<file path="config.mk">
export PLATFORM = sky130hd
export DESIGN_NAME = pwb_timer
export DESIGN_NICKNAME = d
export VERILOG_FILES = /design/src/pwb_pkg.sv /design/src/pwb_timer.sv
export SDC_FILE = /design/constraint.sdc
export NUM_CORES = 1
export LEC_CHECK = 0
export BUFFER_PORTS_ARGS = -buffer_cell sky130_fd_sc_hd__buf_4
export CORE_MARGIN = 2
export CORE_UTILIZATION = 58
export DETAILED_ROUTE_END_ITERATION = 8
export GPL_TIMING_DRIVEN = 0
export PLACE_DENSITY = 0.81
export SYNTH_ARGS = -nofsm -noshare
export SYNTH_HDL_FRONTEND = slang
export SYNTH_SLANG_ARGS = --single-unit
export TNS_END_PERCENT = 1
</file>
<file path="constraint.sdc">
create_clock -name sys_clk -period 3.5 [get_ports sys_clk]
set_input_delay 0.175 -clock sys_clk [delete_from_list [all_inputs] [get_ports sys_clk]]
set_output_delay 0.175 -clock sys_clk [all_outputs]
set_load 0.01 [all_outputs]
</file>
<file path="src/pwb_pkg.sv">
// pwb_pkg: constants, layouts and types for the pulse width timer and tone block
package pwb_pkg;

  // ***********************************************
  // register map (byte addresses, one word each)
  // ***********************************************
  localparam logic [4:0] PWB_ADDR_CTRL8 = 5'h00;
  localparam logic [4:0] PWB_ADDR_CTRL16 = 5'h04;
  localparam logic [4:0] PWB_ADDR_CNT8 = 5'h08;
  localparam logic [4:0] PWB_ADDR_CNT16 = 5'h0C;
  localparam logic [4:0] PWB_ADDR_INTC = 5'h10;
  localparam logic [4:0] PWB_ADDR_PORTB = 5'h14;
  localparam logic [4:0] PWB_ADDR_PORTB_DIR = 5'h18;

  // ***********************************************
  // field positions and reset values
  // ***********************************************
  localparam int PWB_INTC_EN_LSB = 0;     // bits 1:0 enables, timer8 then timer16
  localparam int PWB_INTC_FLAG_LSB = 2;   // bits 3:2 request flags
  localparam int PWB_PB_GATE = 0;         // tone_gate_data_bit
  localparam int PWB_PB_SECOND = 1;       // tone_second_data_bit
  localparam int PWB_PB_PIN_LSB = 2;      // bits 3:2 pin levels, read only
  localparam logic [1:0] PWB_DIR_RESET = 2'h3;   // 1 = input
  localparam logic [15:0] PWB_TOP8 = 16'h00FF;
  localparam logic [15:0] PWB_TOP16 = 16'hFFFF;
  localparam logic [15:0] PWB_CNT_RESET = 16'h0000;

  // ***********************************************
  // timing: 20 MHz system clock, timer16 runs at clock / 4
  // ***********************************************
  localparam int PWB_SYS_CLK_HZ = 20_000_000;
  localparam logic [1:0] PWB_DIV4_LAST = 2'h3;
  localparam logic [1:0] PWB_RESP_OKAY = 2'h0;
  localparam logic [1:0] PWB_RESP_SLVERR = 2'h2;

  // ***********************************************
  // types
  // ***********************************************
  typedef enum logic [1:0] {
    PWB_MODE_OFF = 2'b00,
    PWB_MODE_EVENT = 2'b01,
    PWB_MODE_TIMER = 2'b10,
    PWB_MODE_PULSE = 2'b11
  } pwb_mode_t;

  // control register layout: mode 7:6, spare 5, run 4, edge 3, prescale 2:0
  typedef struct packed {
    pwb_mode_t mode;
    logic spare;
    logic run;
    logic edge_sel;
    logic [2:0] psc;
  } pwb_ctrl_t;

  typedef enum logic [2:0] {
    PWB_PW_WAIT = 3'b001,
    PWB_PW_COUNT = 3'b010,
    PWB_PW_DONE = 3'b100
  } pwb_pw_state_t;

endpackage

</file>
<file path="src/pwb_timer.sv">
// pwb_timer: 8/16-bit timer counters with pulse width mode, tone divider and AXI4-Lite slave
// Operation
// pulse width: 8-bit counter runs on prescaled clock, 16-bit on clock / 4.
// three-bit prescale_rate_sel in control bits 2:0 sets prescaler ratio.
// with run set in pulse width mode, counter idles until active edge.
// active_edge_sel low: count from falling edge until pin high, clear run.
// active_edge_sel high: count from rising edge until pin low, clear run.
// run clears itself only in pulse width mode; otherwise only software clears.
// after self clear, pin transitions ignored until software sets run again.
// counter keeps its residual count as the measured pulse length.
// overflow raises interrupt, reloads from preload, keeps counting.
// timer interrupt suppressed when its enable bit is zero.
// software selects pin mode and sets pin direction to input.
// tone toggle source is 8-bit or 16-bit overflow, fixed option.
// each selected overflow inverts tone_out and its complement together.
// tones toggle only while gate bit is 1; otherwise both outputs low.
// second port data bit has no effect on tone outputs.
// tone pin drives only when its direction bit says output.
// counter clock inhibited during counter read or preload write.
// pin edges and levels recognised only at the next timer clock pulse.
// every overflow sets request flag and wakes from power-down regardless; here a flag already set masks the wake.
// software sets request flag before power-down to prevent overflow wake.
// software sets run only after mode bits are configured.
// software loads an initial count before enabling the timer.
// mode bits 7:6: 10 timer, 01 event counter.
// during the active pulse the counter increments on each timer clock.
//
// Implementation choices: the placing of the registers and the AXI4-Lite register port.
module pwb_timer
  import pwb_pkg::*;
#(
  parameter bit TONE_SRC_16 = 1'b0,  // toggle source: 0 = 8-bit overflow
  parameter bit TONE_ENABLE = 1'b1   // tone function on port b pins
)
(
  // clock and reset
  input wire logic sys_clk,
  input wire logic resetn,
  // axi4-lite write address and data
  input wire logic [4:0] s_axi_awaddr,
  input wire logic s_axi_awvalid,
  output logic s_axi_awready,
  input wire logic [31:0] s_axi_wdata,
  input wire logic [3:0] s_axi_wstrb,
  input wire logic s_axi_wvalid,
  output logic s_axi_wready,
  // axi4-lite write response
  output logic [1:0] s_axi_bresp,
  output logic s_axi_bvalid,
  input wire logic s_axi_bready,
  // axi4-lite read
  input wire logic [4:0] s_axi_araddr,
  input wire logic s_axi_arvalid,
  output logic s_axi_arready,
  output logic [31:0] s_axi_rdata,
  output logic [1:0] s_axi_rresp,
  output logic s_axi_rvalid,
  input wire logic s_axi_rready,
  // external timer inputs
  input wire logic ext_timer_input,
  input wire logic ext_timer_input_16,
  // tone pins, shared with port b bits 0 and 1
  output logic tone_out,
  output logic tone_out_oe,
  input wire logic tone_out_in,
  output logic tone_out_n,
  output logic tone_out_n_oe,
  input wire logic tone_out_n_in,
  // core side: interrupt requests, power-down state, wake-up
  output logic [1:0] timer_irq,
  input wire logic sleep_mode,
  output logic wake_up
);

  // ***********************************************
  // helper functions
  // ***********************************************
  // byte-lane merge of a write into a 16-bit register
  function automatic logic [15:0] merge16(input logic [15:0] old_v, input logic [31:0] wd,
                                          input logic [3:0] strb);
    merge16 = {strb[1] ? wd[15:8] : old_v[15:8], strb[0] ? wd[7:0] : old_v[7:0]};
  endfunction

  // prescaler mask: ratio is 2 to the power (sel + 1)
  function automatic logic [7:0] psc_mask(input logic [2:0] sel);
    psc_mask = 8'hFF >> (3'h7 - sel);
  endfunction

  // ***********************************************
  // bus slave state
  // ***********************************************
  logic aw_full_reg, w_full_reg;
  logic [4:0] awaddr_reg;
  logic [31:0] wdata_reg;
  logic [3:0] wstrb_reg;
  logic wr_fire;
  logic [31:0] rd_mux;
  logic rd_ok, wr_ok;
  logic ar_hs;
  logic [1:0] wr_ctrl, wr_pre, rd_cnt, inhibit;
  logic wr_intc, wr_portb, wr_dir;

  assign wr_fire = aw_full_reg && w_full_reg && !s_axi_bvalid;
  assign ar_hs = s_axi_arvalid && s_axi_arready;

  // write address and data are taken in any order, then executed together
  always_ff @(posedge sys_clk)
  begin
    if (!resetn)
    begin
      aw_full_reg <= 1'b0;
      w_full_reg <= 1'b0;
      s_axi_awready <= 1'b0;
      s_axi_wready <= 1'b0;
      s_axi_bvalid <= 1'b0;
      s_axi_bresp <= PWB_RESP_OKAY;
      awaddr_reg <= 5'h00;
      wdata_reg <= 32'h0000_0000;
      wstrb_reg <= 4'h0;
    end
    else
    begin
      s_axi_awready <= !aw_full_reg && !(s_axi_awvalid && s_axi_awready);
      s_axi_wready <= !w_full_reg && !(s_axi_wvalid && s_axi_wready);
      if (s_axi_awvalid && s_axi_awready)
      begin
        aw_full_reg <= 1'b1;
        awaddr_reg <= s_axi_awaddr;
      end
      if (s_axi_wvalid && s_axi_wready)
      begin
        w_full_reg <= 1'b1;
        wdata_reg <= s_axi_wdata;
        wstrb_reg <= s_axi_wstrb;
      end
      if (wr_fire)
      begin
        aw_full_reg <= 1'b0;
        w_full_reg <= 1'b0;
        s_axi_awready <= 1'b0;  // reopened after the response
        s_axi_wready <= 1'b0;
        s_axi_bvalid <= 1'b1;
        s_axi_bresp <= wr_ok ? PWB_RESP_OKAY : PWB_RESP_SLVERR;
      end
      else if (s_axi_bvalid)
      begin
        s_axi_awready <= 1'b0;
        s_axi_wready <= 1'b0;
        if (s_axi_bready)
          s_axi_bvalid <= 1'b0;
      end
    end
  end

  // write decode, one strobe per register
  always_comb
  begin
    wr_ctrl = {wr_fire && awaddr_reg == PWB_ADDR_CTRL16, wr_fire && awaddr_reg == PWB_ADDR_CTRL8};
    wr_pre = {wr_fire && awaddr_reg == PWB_ADDR_CNT16, wr_fire && awaddr_reg == PWB_ADDR_CNT8};
    wr_intc = wr_fire && awaddr_reg == PWB_ADDR_INTC;
    wr_portb = wr_fire && awaddr_reg == PWB_ADDR_PORTB;
    wr_dir = wr_fire && awaddr_reg == PWB_ADDR_PORTB_DIR;
    wr_ok = (|wr_ctrl) || (|wr_pre) || wr_intc || wr_portb || wr_dir;
    rd_cnt = {ar_hs && s_axi_araddr == PWB_ADDR_CNT16, ar_hs && s_axi_araddr == PWB_ADDR_CNT8};
    inhibit = rd_cnt | wr_pre;
  end

  // ***********************************************
  // timer, interrupt and port state
  // ***********************************************
  pwb_ctrl_t ctrl_reg [2];
  logic [15:0] cnt_reg [2];
  logic [15:0] pre_reg [2];
  logic [1:0] flag_reg, ovf, int_en_reg;
  logic [1:0] pin_meta_reg, pin_sync_reg, pin_prev_reg;
  logic [1:0] pb_data_reg, pb_dir_reg, pbin_meta_reg, pbin_sync_reg;
  logic [7:0] psc_cnt_reg;
  logic [1:0] div_cnt_reg;
  logic psc_tick, div4_tick;
  logic tone_state_reg;

  // read mux: control, counter, interrupt, port registers
  always_comb
  begin
    rd_mux = 32'h0000_0000;
    rd_ok = 1'b1;
    case (s_axi_araddr)
      PWB_ADDR_CTRL8: rd_mux[7:0] = ctrl_reg[0];
      PWB_ADDR_CTRL16: rd_mux[7:0] = ctrl_reg[1];
      PWB_ADDR_CNT8: rd_mux[15:0] = cnt_reg[0];
      PWB_ADDR_CNT16: rd_mux[15:0] = cnt_reg[1];
      PWB_ADDR_INTC: rd_mux[3:0] = {flag_reg, int_en_reg};
      PWB_ADDR_PORTB: rd_mux[3:0] = {pbin_sync_reg, pb_data_reg};
      PWB_ADDR_PORTB_DIR: rd_mux[1:0] = pb_dir_reg;
      default: rd_ok = 1'b0;
    endcase
  end

  // read channel: one read in flight, answered the cycle after address
  always_ff @(posedge sys_clk)
  begin
    if (!resetn)
    begin
      s_axi_arready <= 1'b0;
      s_axi_rvalid <= 1'b0;
      s_axi_rdata <= 32'h0000_0000;
      s_axi_rresp <= PWB_RESP_OKAY;
    end
    else if (ar_hs)
    begin
      s_axi_arready <= 1'b0;
      s_axi_rvalid <= 1'b1;
      s_axi_rdata <= rd_mux;
      s_axi_rresp <= rd_ok ? PWB_RESP_OKAY : PWB_RESP_SLVERR;
    end
    else if (s_axi_rvalid)
    begin
      if (s_axi_rready)
        s_axi_rvalid <= 1'b0;
    end
    else
      s_axi_arready <= 1'b1;
  end

  // pin synchronisers; async pins are only seen two flops later
  always_ff @(posedge sys_clk)
  begin
    if (!resetn)
    begin
      pin_meta_reg <= 2'h0;
      pin_sync_reg <= 2'h0;
      pin_prev_reg <= 2'h0;
      pbin_meta_reg <= 2'h0;
      pbin_sync_reg <= 2'h0;
    end
    else
    begin
      pin_meta_reg <= {ext_timer_input_16, ext_timer_input};
      pin_sync_reg <= pin_meta_reg;
      pin_prev_reg <= pin_sync_reg;
      pbin_meta_reg <= {tone_out_n_in, tone_out_in};
      pbin_sync_reg <= pbin_meta_reg;
    end
  end

  // clock enables: free prescaler for timer8, clock / 4 for timer16
  always_ff @(posedge sys_clk)
  begin
    if (!resetn)
    begin
      psc_cnt_reg <= 8'h00;
      div_cnt_reg <= 2'h0;
    end
    else
    begin
      psc_cnt_reg <= psc_cnt_reg + 8'h01;
      div_cnt_reg <= div_cnt_reg + 2'h1;
    end
  end
  assign psc_tick = (psc_cnt_reg & psc_mask(ctrl_reg[0].psc)) == psc_mask(ctrl_reg[0].psc);
  assign div4_tick = div_cnt_reg == PWB_DIV4_LAST;

  for (genvar i = 0; i < 2; i++)
  begin : gen_tmr
    localparam logic [15:0] TOP = (i == 0) ? PWB_TOP8 : PWB_TOP16;
    logic clk_tick, tk, evt_tick, act_lvl, pin, pw_mode, pw_start, pw_end, cnt_en;
    logic lvl_tick_reg;
    pwb_pw_state_t pw_reg;

    always_comb
    begin
      clk_tick = (i == 0) ? psc_tick : div4_tick;
      tk = clk_tick && !inhibit[i];
      pin = pin_sync_reg[i];
      act_lvl = ctrl_reg[i].edge_sel;
      // event mode: edge_sel low counts rising edges, high counts falling edges
      evt_tick = !inhibit[i] && (ctrl_reg[i].edge_sel ? (pin_prev_reg[i] && !pin) : (!pin_prev_reg[i] && pin));
      pw_mode = ctrl_reg[i].mode == PWB_MODE_PULSE;
      // edges are judged on the level sampled at timer clock pulses
      pw_start = pw_reg == PWB_PW_WAIT && lvl_tick_reg != act_lvl && pin == act_lvl;
      pw_end = pw_mode && ctrl_reg[i].run && tk && pw_reg == PWB_PW_COUNT && pin != act_lvl;
      case (ctrl_reg[i].mode)
        PWB_MODE_TIMER: cnt_en = ctrl_reg[i].run && tk;
        PWB_MODE_EVENT: cnt_en = ctrl_reg[i].run && evt_tick;
        PWB_MODE_PULSE: cnt_en = ctrl_reg[i].run && tk && (pw_start || (pw_reg == PWB_PW_COUNT && pin == act_lvl));
        default: cnt_en = 1'b0;
      endcase
      ovf[i] = cnt_en && cnt_reg[i] == TOP;
    end

    // level at the last timer clock pulse, for edge detection in pulse mode
    always_ff @(posedge sys_clk)
    begin
      if (!resetn)
        lvl_tick_reg <= 1'b0;
      else if (tk)
        lvl_tick_reg <= pin;
    end

    // pulse measurement sequence; DONE holds until software rearms
    always_ff @(posedge sys_clk)
    begin
      if (!resetn)
        pw_reg <= PWB_PW_WAIT;
      else if (!pw_mode || !ctrl_reg[i].run)
        pw_reg <= (pw_reg == PWB_PW_DONE && pw_mode && !wr_ctrl[i]) ? PWB_PW_DONE : PWB_PW_WAIT;
      else if (tk)
      begin
        case (pw_reg)
          PWB_PW_WAIT: pw_reg <= pw_start ? PWB_PW_COUNT : PWB_PW_WAIT;
          PWB_PW_COUNT: pw_reg <= pw_end ? PWB_PW_DONE : PWB_PW_COUNT;
          PWB_PW_DONE: pw_reg <= PWB_PW_DONE;
          default: pw_reg <= PWB_PW_WAIT;
        endcase
      end
    end

    // control register; run clears itself only at the end of a pulse
    always_ff @(posedge sys_clk)
    begin
      if (!resetn)
        ctrl_reg[i] <= '0;
      else if (wr_ctrl[i] && wstrb_reg[0])
        ctrl_reg[i] <= (i == 0) ? pwb_ctrl_t'(wdata_reg[7:0]) : pwb_ctrl_t'({wdata_reg[7:3], 3'h0});
      else if (pw_end)
        ctrl_reg[i].run <= 1'b0;
    end

    // preload, and the counter with reload on overflow; residue kept after stop
    always_ff @(posedge sys_clk)
    begin
      if (!resetn)
      begin
        pre_reg[i] <= PWB_CNT_RESET;
        cnt_reg[i] <= PWB_CNT_RESET;
      end
      else if (wr_pre[i])
      begin
        pre_reg[i] <= merge16(pre_reg[i], wdata_reg, wstrb_reg) & TOP;
        if (!ctrl_reg[i].run)
          cnt_reg[i] <= merge16(pre_reg[i], wdata_reg, wstrb_reg) & TOP;  // loads a stopped counter
      end
      else if (ovf[i])
        cnt_reg[i] <= pre_reg[i];
      else if (cnt_en)
        cnt_reg[i] <= cnt_reg[i] + 16'h0001;
    end

    // request flag: overflow wins over a software clear in the same cycle
    always_ff @(posedge sys_clk)
    begin
      if (!resetn)
        flag_reg[i] <= 1'b0;
      else
        flag_reg[i] <= (wr_intc ? wdata_reg[PWB_INTC_FLAG_LSB + i] : flag_reg[i]) | ovf[i];
    end

    // interrupt line gated by its enable
    always_ff @(posedge sys_clk)
    begin
      if (!resetn)
        timer_irq[i] <= 1'b0;
      else
        timer_irq[i] <= int_en_reg[i] && (flag_reg[i] || ovf[i]);
    end

  end

  // ***********************************************
  // interrupt enables, port b data and direction
  // ***********************************************
  always_ff @(posedge sys_clk)
  begin
    if (!resetn)
    begin
      int_en_reg <= 2'h0;
      pb_data_reg <= 2'h0;
      pb_dir_reg <= PWB_DIR_RESET;
    end
    else
    begin
      if (wr_intc && wstrb_reg[0])
        int_en_reg <= wdata_reg[PWB_INTC_EN_LSB +: 2];
      if (wr_portb && wstrb_reg[0])
        pb_data_reg <= wdata_reg[1:0];
      if (wr_dir && wstrb_reg[0])
        pb_dir_reg <= wdata_reg[1:0];
    end
  end

  // wake-up pulse: a flag already set by software masks the wake
  always_ff @(posedge sys_clk)
  begin
    if (!resetn)
      wake_up <= 1'b0;
    else
      wake_up <= sleep_mode && |(ovf & ~flag_reg);
  end

  // ***********************************************
  // tone divider and pins
  // ***********************************************
  logic tone_ovf, gate;
  assign tone_ovf = TONE_SRC_16 ? ovf[1] : ovf[0];
  assign gate = pb_data_reg[PWB_PB_GATE];  // second data bit not used here

  // toggle state; forced low while the gate bit is clear
  always_ff @(posedge sys_clk)
  begin
    if (!resetn)
      tone_state_reg <= 1'b0;
    else if (!gate)
      tone_state_reg <= 1'b0;
    else if (tone_ovf)
      tone_state_reg <= !tone_state_reg;
  end

  // pin drivers; without the tone option the pins are plain port outputs
  always_ff @(posedge sys_clk)
  begin
    if (!resetn)
    begin
      tone_out <= 1'b0;
      tone_out_n <= 1'b0;
      tone_out_oe <= 1'b0;
      tone_out_n_oe <= 1'b0;
    end
    else
    begin
      tone_out <= TONE_ENABLE ? (gate && (tone_state_reg ^ tone_ovf)) : gate;
      tone_out_n <= TONE_ENABLE ? (gate && !(tone_state_reg ^ tone_ovf)) : pb_data_reg[PWB_PB_SECOND];
      tone_out_oe <= !pb_dir_reg[0];
      tone_out_n_oe <= !pb_dir_reg[1];
    end
  end
endmodule  // pwb_timer

</file>
==> impl_metrics.yaml <==
synthesis:
  synth_edf_count: 69
  ys_seq_area_share_pct: 48.84
  synthCells: 834
  synthArstFlopShare_pct: 0
  avgSynthCellArea_sq_um: 9.608
  yosysWarnings: 0
  yosysUniqueCellTypes: 75
  syn_area_sq_um: 8013
  synth_ff_type: "dfxtp_1"
  synth-seq-cells: 161
die:
  dieWidth_um: 121.5
  io_pins: 106
  coreArea_sq_um: 13350
  dieArea_sq_um: 14770
  std_cell_rows: 42
  initial_core_util_pct: 60.03
  die_h_um: 121.5
final_layout:
  largest_reg_flops: 32
  multi_input_area_sq_um: 3810
  num_antenna_cells: 0
  ff_latch_area_sq_um: 3914
  final_cell_area_sq_um: 9592
  layout-drive-gt1-share_pct: 14.40
  nNetsFinal: 1021
  final_common_cell: "nand2_1"
  area_growth_pct: 19.71
  fillers: 1028
  final_util_pct: 71.86
  layout_common_cells: "108 x nand2_1, 92 x dfxtp_1, 86 x buf_4"
timing:
  slew_viol_final: 0
  clock.fmax_ghz: 0.3167
  tightest_slew_ns: 0.8401
  min_period_ns: 3.158
  slew_headroom_pct: 43.48
  setup-violations-final: 0
  layout_worst_path_cycle_share_pct: 90.23
  fin_tns_setup_ns: 0
  fin_skew_ns: 0.006603
  rsz0062_at_grt: "no"
  hold_viol: 0
worst_hold_path:
  hold_start: "s_axi_awaddr[4]"
  holdPathStages: 3
  hold_path_end: "awaddr_reg[4]"
  min_path_type: "in -> reg"
critical_path:
  worst_setup_path_end_kind: "flop"
  crit_path_top_delay_cell: "nand3_2"
  reg2regPathDepth: 7
  reg2reg_from: "s_axi_bvalid"
  critPathMaxStageDelay_ns: 0.46
  crit_path_max_fanout: 16
  path_class: "reg -> reg"
  required_ns: 3.54
  critPathArrivalTime_ns: 3.20
  regToRegSetupSlack_ns: 0.34
  timing.rr.end: "cnt_reg[1][14]"
  worst_setup_path_start_kind: "flop"
  crit_chain: "and4bb_1, nand4_1, o211ai_1, a211o_1, buf_4, clkbuf_1, nand3_2"
clock_network:
  cts_made_buffers: 17
  clk_latency_ns: 0.43
  path_clk_slew_ns: 0.06
  htreeDepth: 4
  cts_tree: "built"
  cts_root_buffer: "clkbuf_16"
  clock_path_buffers: 2
  post_cts_buffers: 0
  cts_sinks: 161
drt:
  vias: 6782
  vias_per_cell: 5.908
  ant_nets: 0
  drt-met1-wl_mm: 8.933
  drt_iter0_markers: 594
  drc: 0
  routed_wl_mm: 20.38
  wl_per_cell_um: 17.75
  topRoutingLayerUsed: "met4"
  wl_met3_mm: 1.687
  wl_met2_mm: 9.312
  first_pass_iters: 7
power:
  vdd_drop_max_uv: 345.6
  power_density_nw_per_um2: 440.3
  power.static_leakage_nw: 3.670
global_route:
  grt_pass1_vias: 6310
  overflow: 0
  antenna_found_initial: 0
  grt_max_degree: 17
  grt.total_usage_pct: 28.64
  grt_first_pass_wirelength_mm: 32.46
placed_design:
  dp_hpwl_mm: 14.67
  port-buffer-count: 66
  place_area_sq_um: 8800
  routabilityCongestion: 0.9520
run_status:
  status: "finished, final reports clean"
flow_run:
  maxCapViolations: 0
where the power goes:
part           leakage [nW]  switching [mW]  internal [mW]
Sequential             1.46          0.0747           2.03
Clock                 0.269           0.724           1.05
Combinational          1.94           0.190          0.158
Total                  3.67           0.988           3.23
metal layers:
| layer | up-vias | track usage, % |
|---|---|---|
| met5 | - | 0 |
| met4 | 0 | 11.28 |
| met3 | 40 | 6.695 |
| met2 | 292 | 44.45 |
| met1 | 3207 | 39.15 |
| li1 | 3243 | - |
through the flow:
step / instances / hold WS, ns / setup WS [ns] / total power [mW]
after detailed placement: 1094 / 0.3884 / 0.1645 / 2.461
after CTS: 1148 / 0.0003167 / 0.1846 / 4.223
after floorplan: 851 / 0.3023 / 0.7637 / 2.322
after global placement: 1093 / 0.3846 / 0.2348 / 2.452
final: 1148 / 0.009419 / 0.3421 / 4.223
after global routing: 1148 / 0.002130 / 0.1604 / 4.354
kinds of logic (layout without fill, tap and decap cells):
family | count (synthesis) | count (layout) | share of synthesized area (%)
fa+ha+maj | 4 | 4 | 0.6246
xor+xnor | 37 | 37 | 4.044
buf+inv | 74 | 195 | 4.466
flops | 161 | 161 | 48.84
other cells | 1 | 18 | 0.04680
simple gates | 356 | 356 | 21.86
compound gates | 164 | 164 | 14.48
mux | 37 | 37 | 5.637
Yosys cell counts (all sizes together) (13+ instances only):
| cell type | instances | area, sq um |
|---|---|---|
| xor2 | 24 | 210.2 |
| o21ai | 18 | 90.08 |
| nor3 | 26 | 135.1 |
| a21oi | 57 | 285.3 |
| nor2 | 81 | 304.0 |
| mux2i | 27 | 282.8 |
| nand2 | 108 | 405.4 |
| dfxtp | 92 | 1842 |
| nand3 | 39 | 195.2 |
| inv | 13 | 48.79 |
| and2 | 31 | 193.9 |
| xnor2 | 13 | 113.9 |
| edfxtp | 69 | 2072 |
| clkbuf | 36 | 135.1 |
| buf | 24 | 170.2 |
cell type report:
| class | instances | share of cell area (%) |
|---|---|---|
| Clock buffer | 22 | 5.074 |
| Tap cell | 176 | 2.296 |
| Buffer | 60 | 3.183 |
| Timing Repair Buffer | 89 | 7.540 |
| Sequential cell | 161 | 40.80 |
| Clock inverter | 10 | 0.8349 |
| Multi-Input combinational cell | 616 | 39.72 |
| Inverter | 14 | 0.5479 |
worst max path at each step:
stage	start	endpoint	slack [ns]	depth (start not counted)
floorplan	ctrl_reg[1][3]	cnt_reg[1][0]	0.76	7
global placement	s_axi_araddr[4]	cnt_reg[1][12]	0.23	8
detailed placement	s_axi_araddr[4]	cnt_reg[1][11]	0.16	8
CTS	s_axi_bvalid	cnt_reg[1][13]	0.18	7
global route	s_axi_bvalid	cnt_reg[1][13]	0.16	7
finish	s_axi_bvalid	cnt_reg[1][14]	0.34	7
what timing repair did:
action,CTS,global route
hold buffers,22,0
endpoints found under the hold margin,22,0
gates resized for setup,0,1
endpoints found under the setup margin,0,16
worst max-delay path, delay by kind of cell (launching register included):
kind	cells	cell delay (ns)
AOI/OAI and AO/OA	2	0.55
buffers and inverters	2	0.63
DFF	1	0.36
and+or+nand+nor	3	1.22
Note: power is estimated with default switching activity, not from simulation.
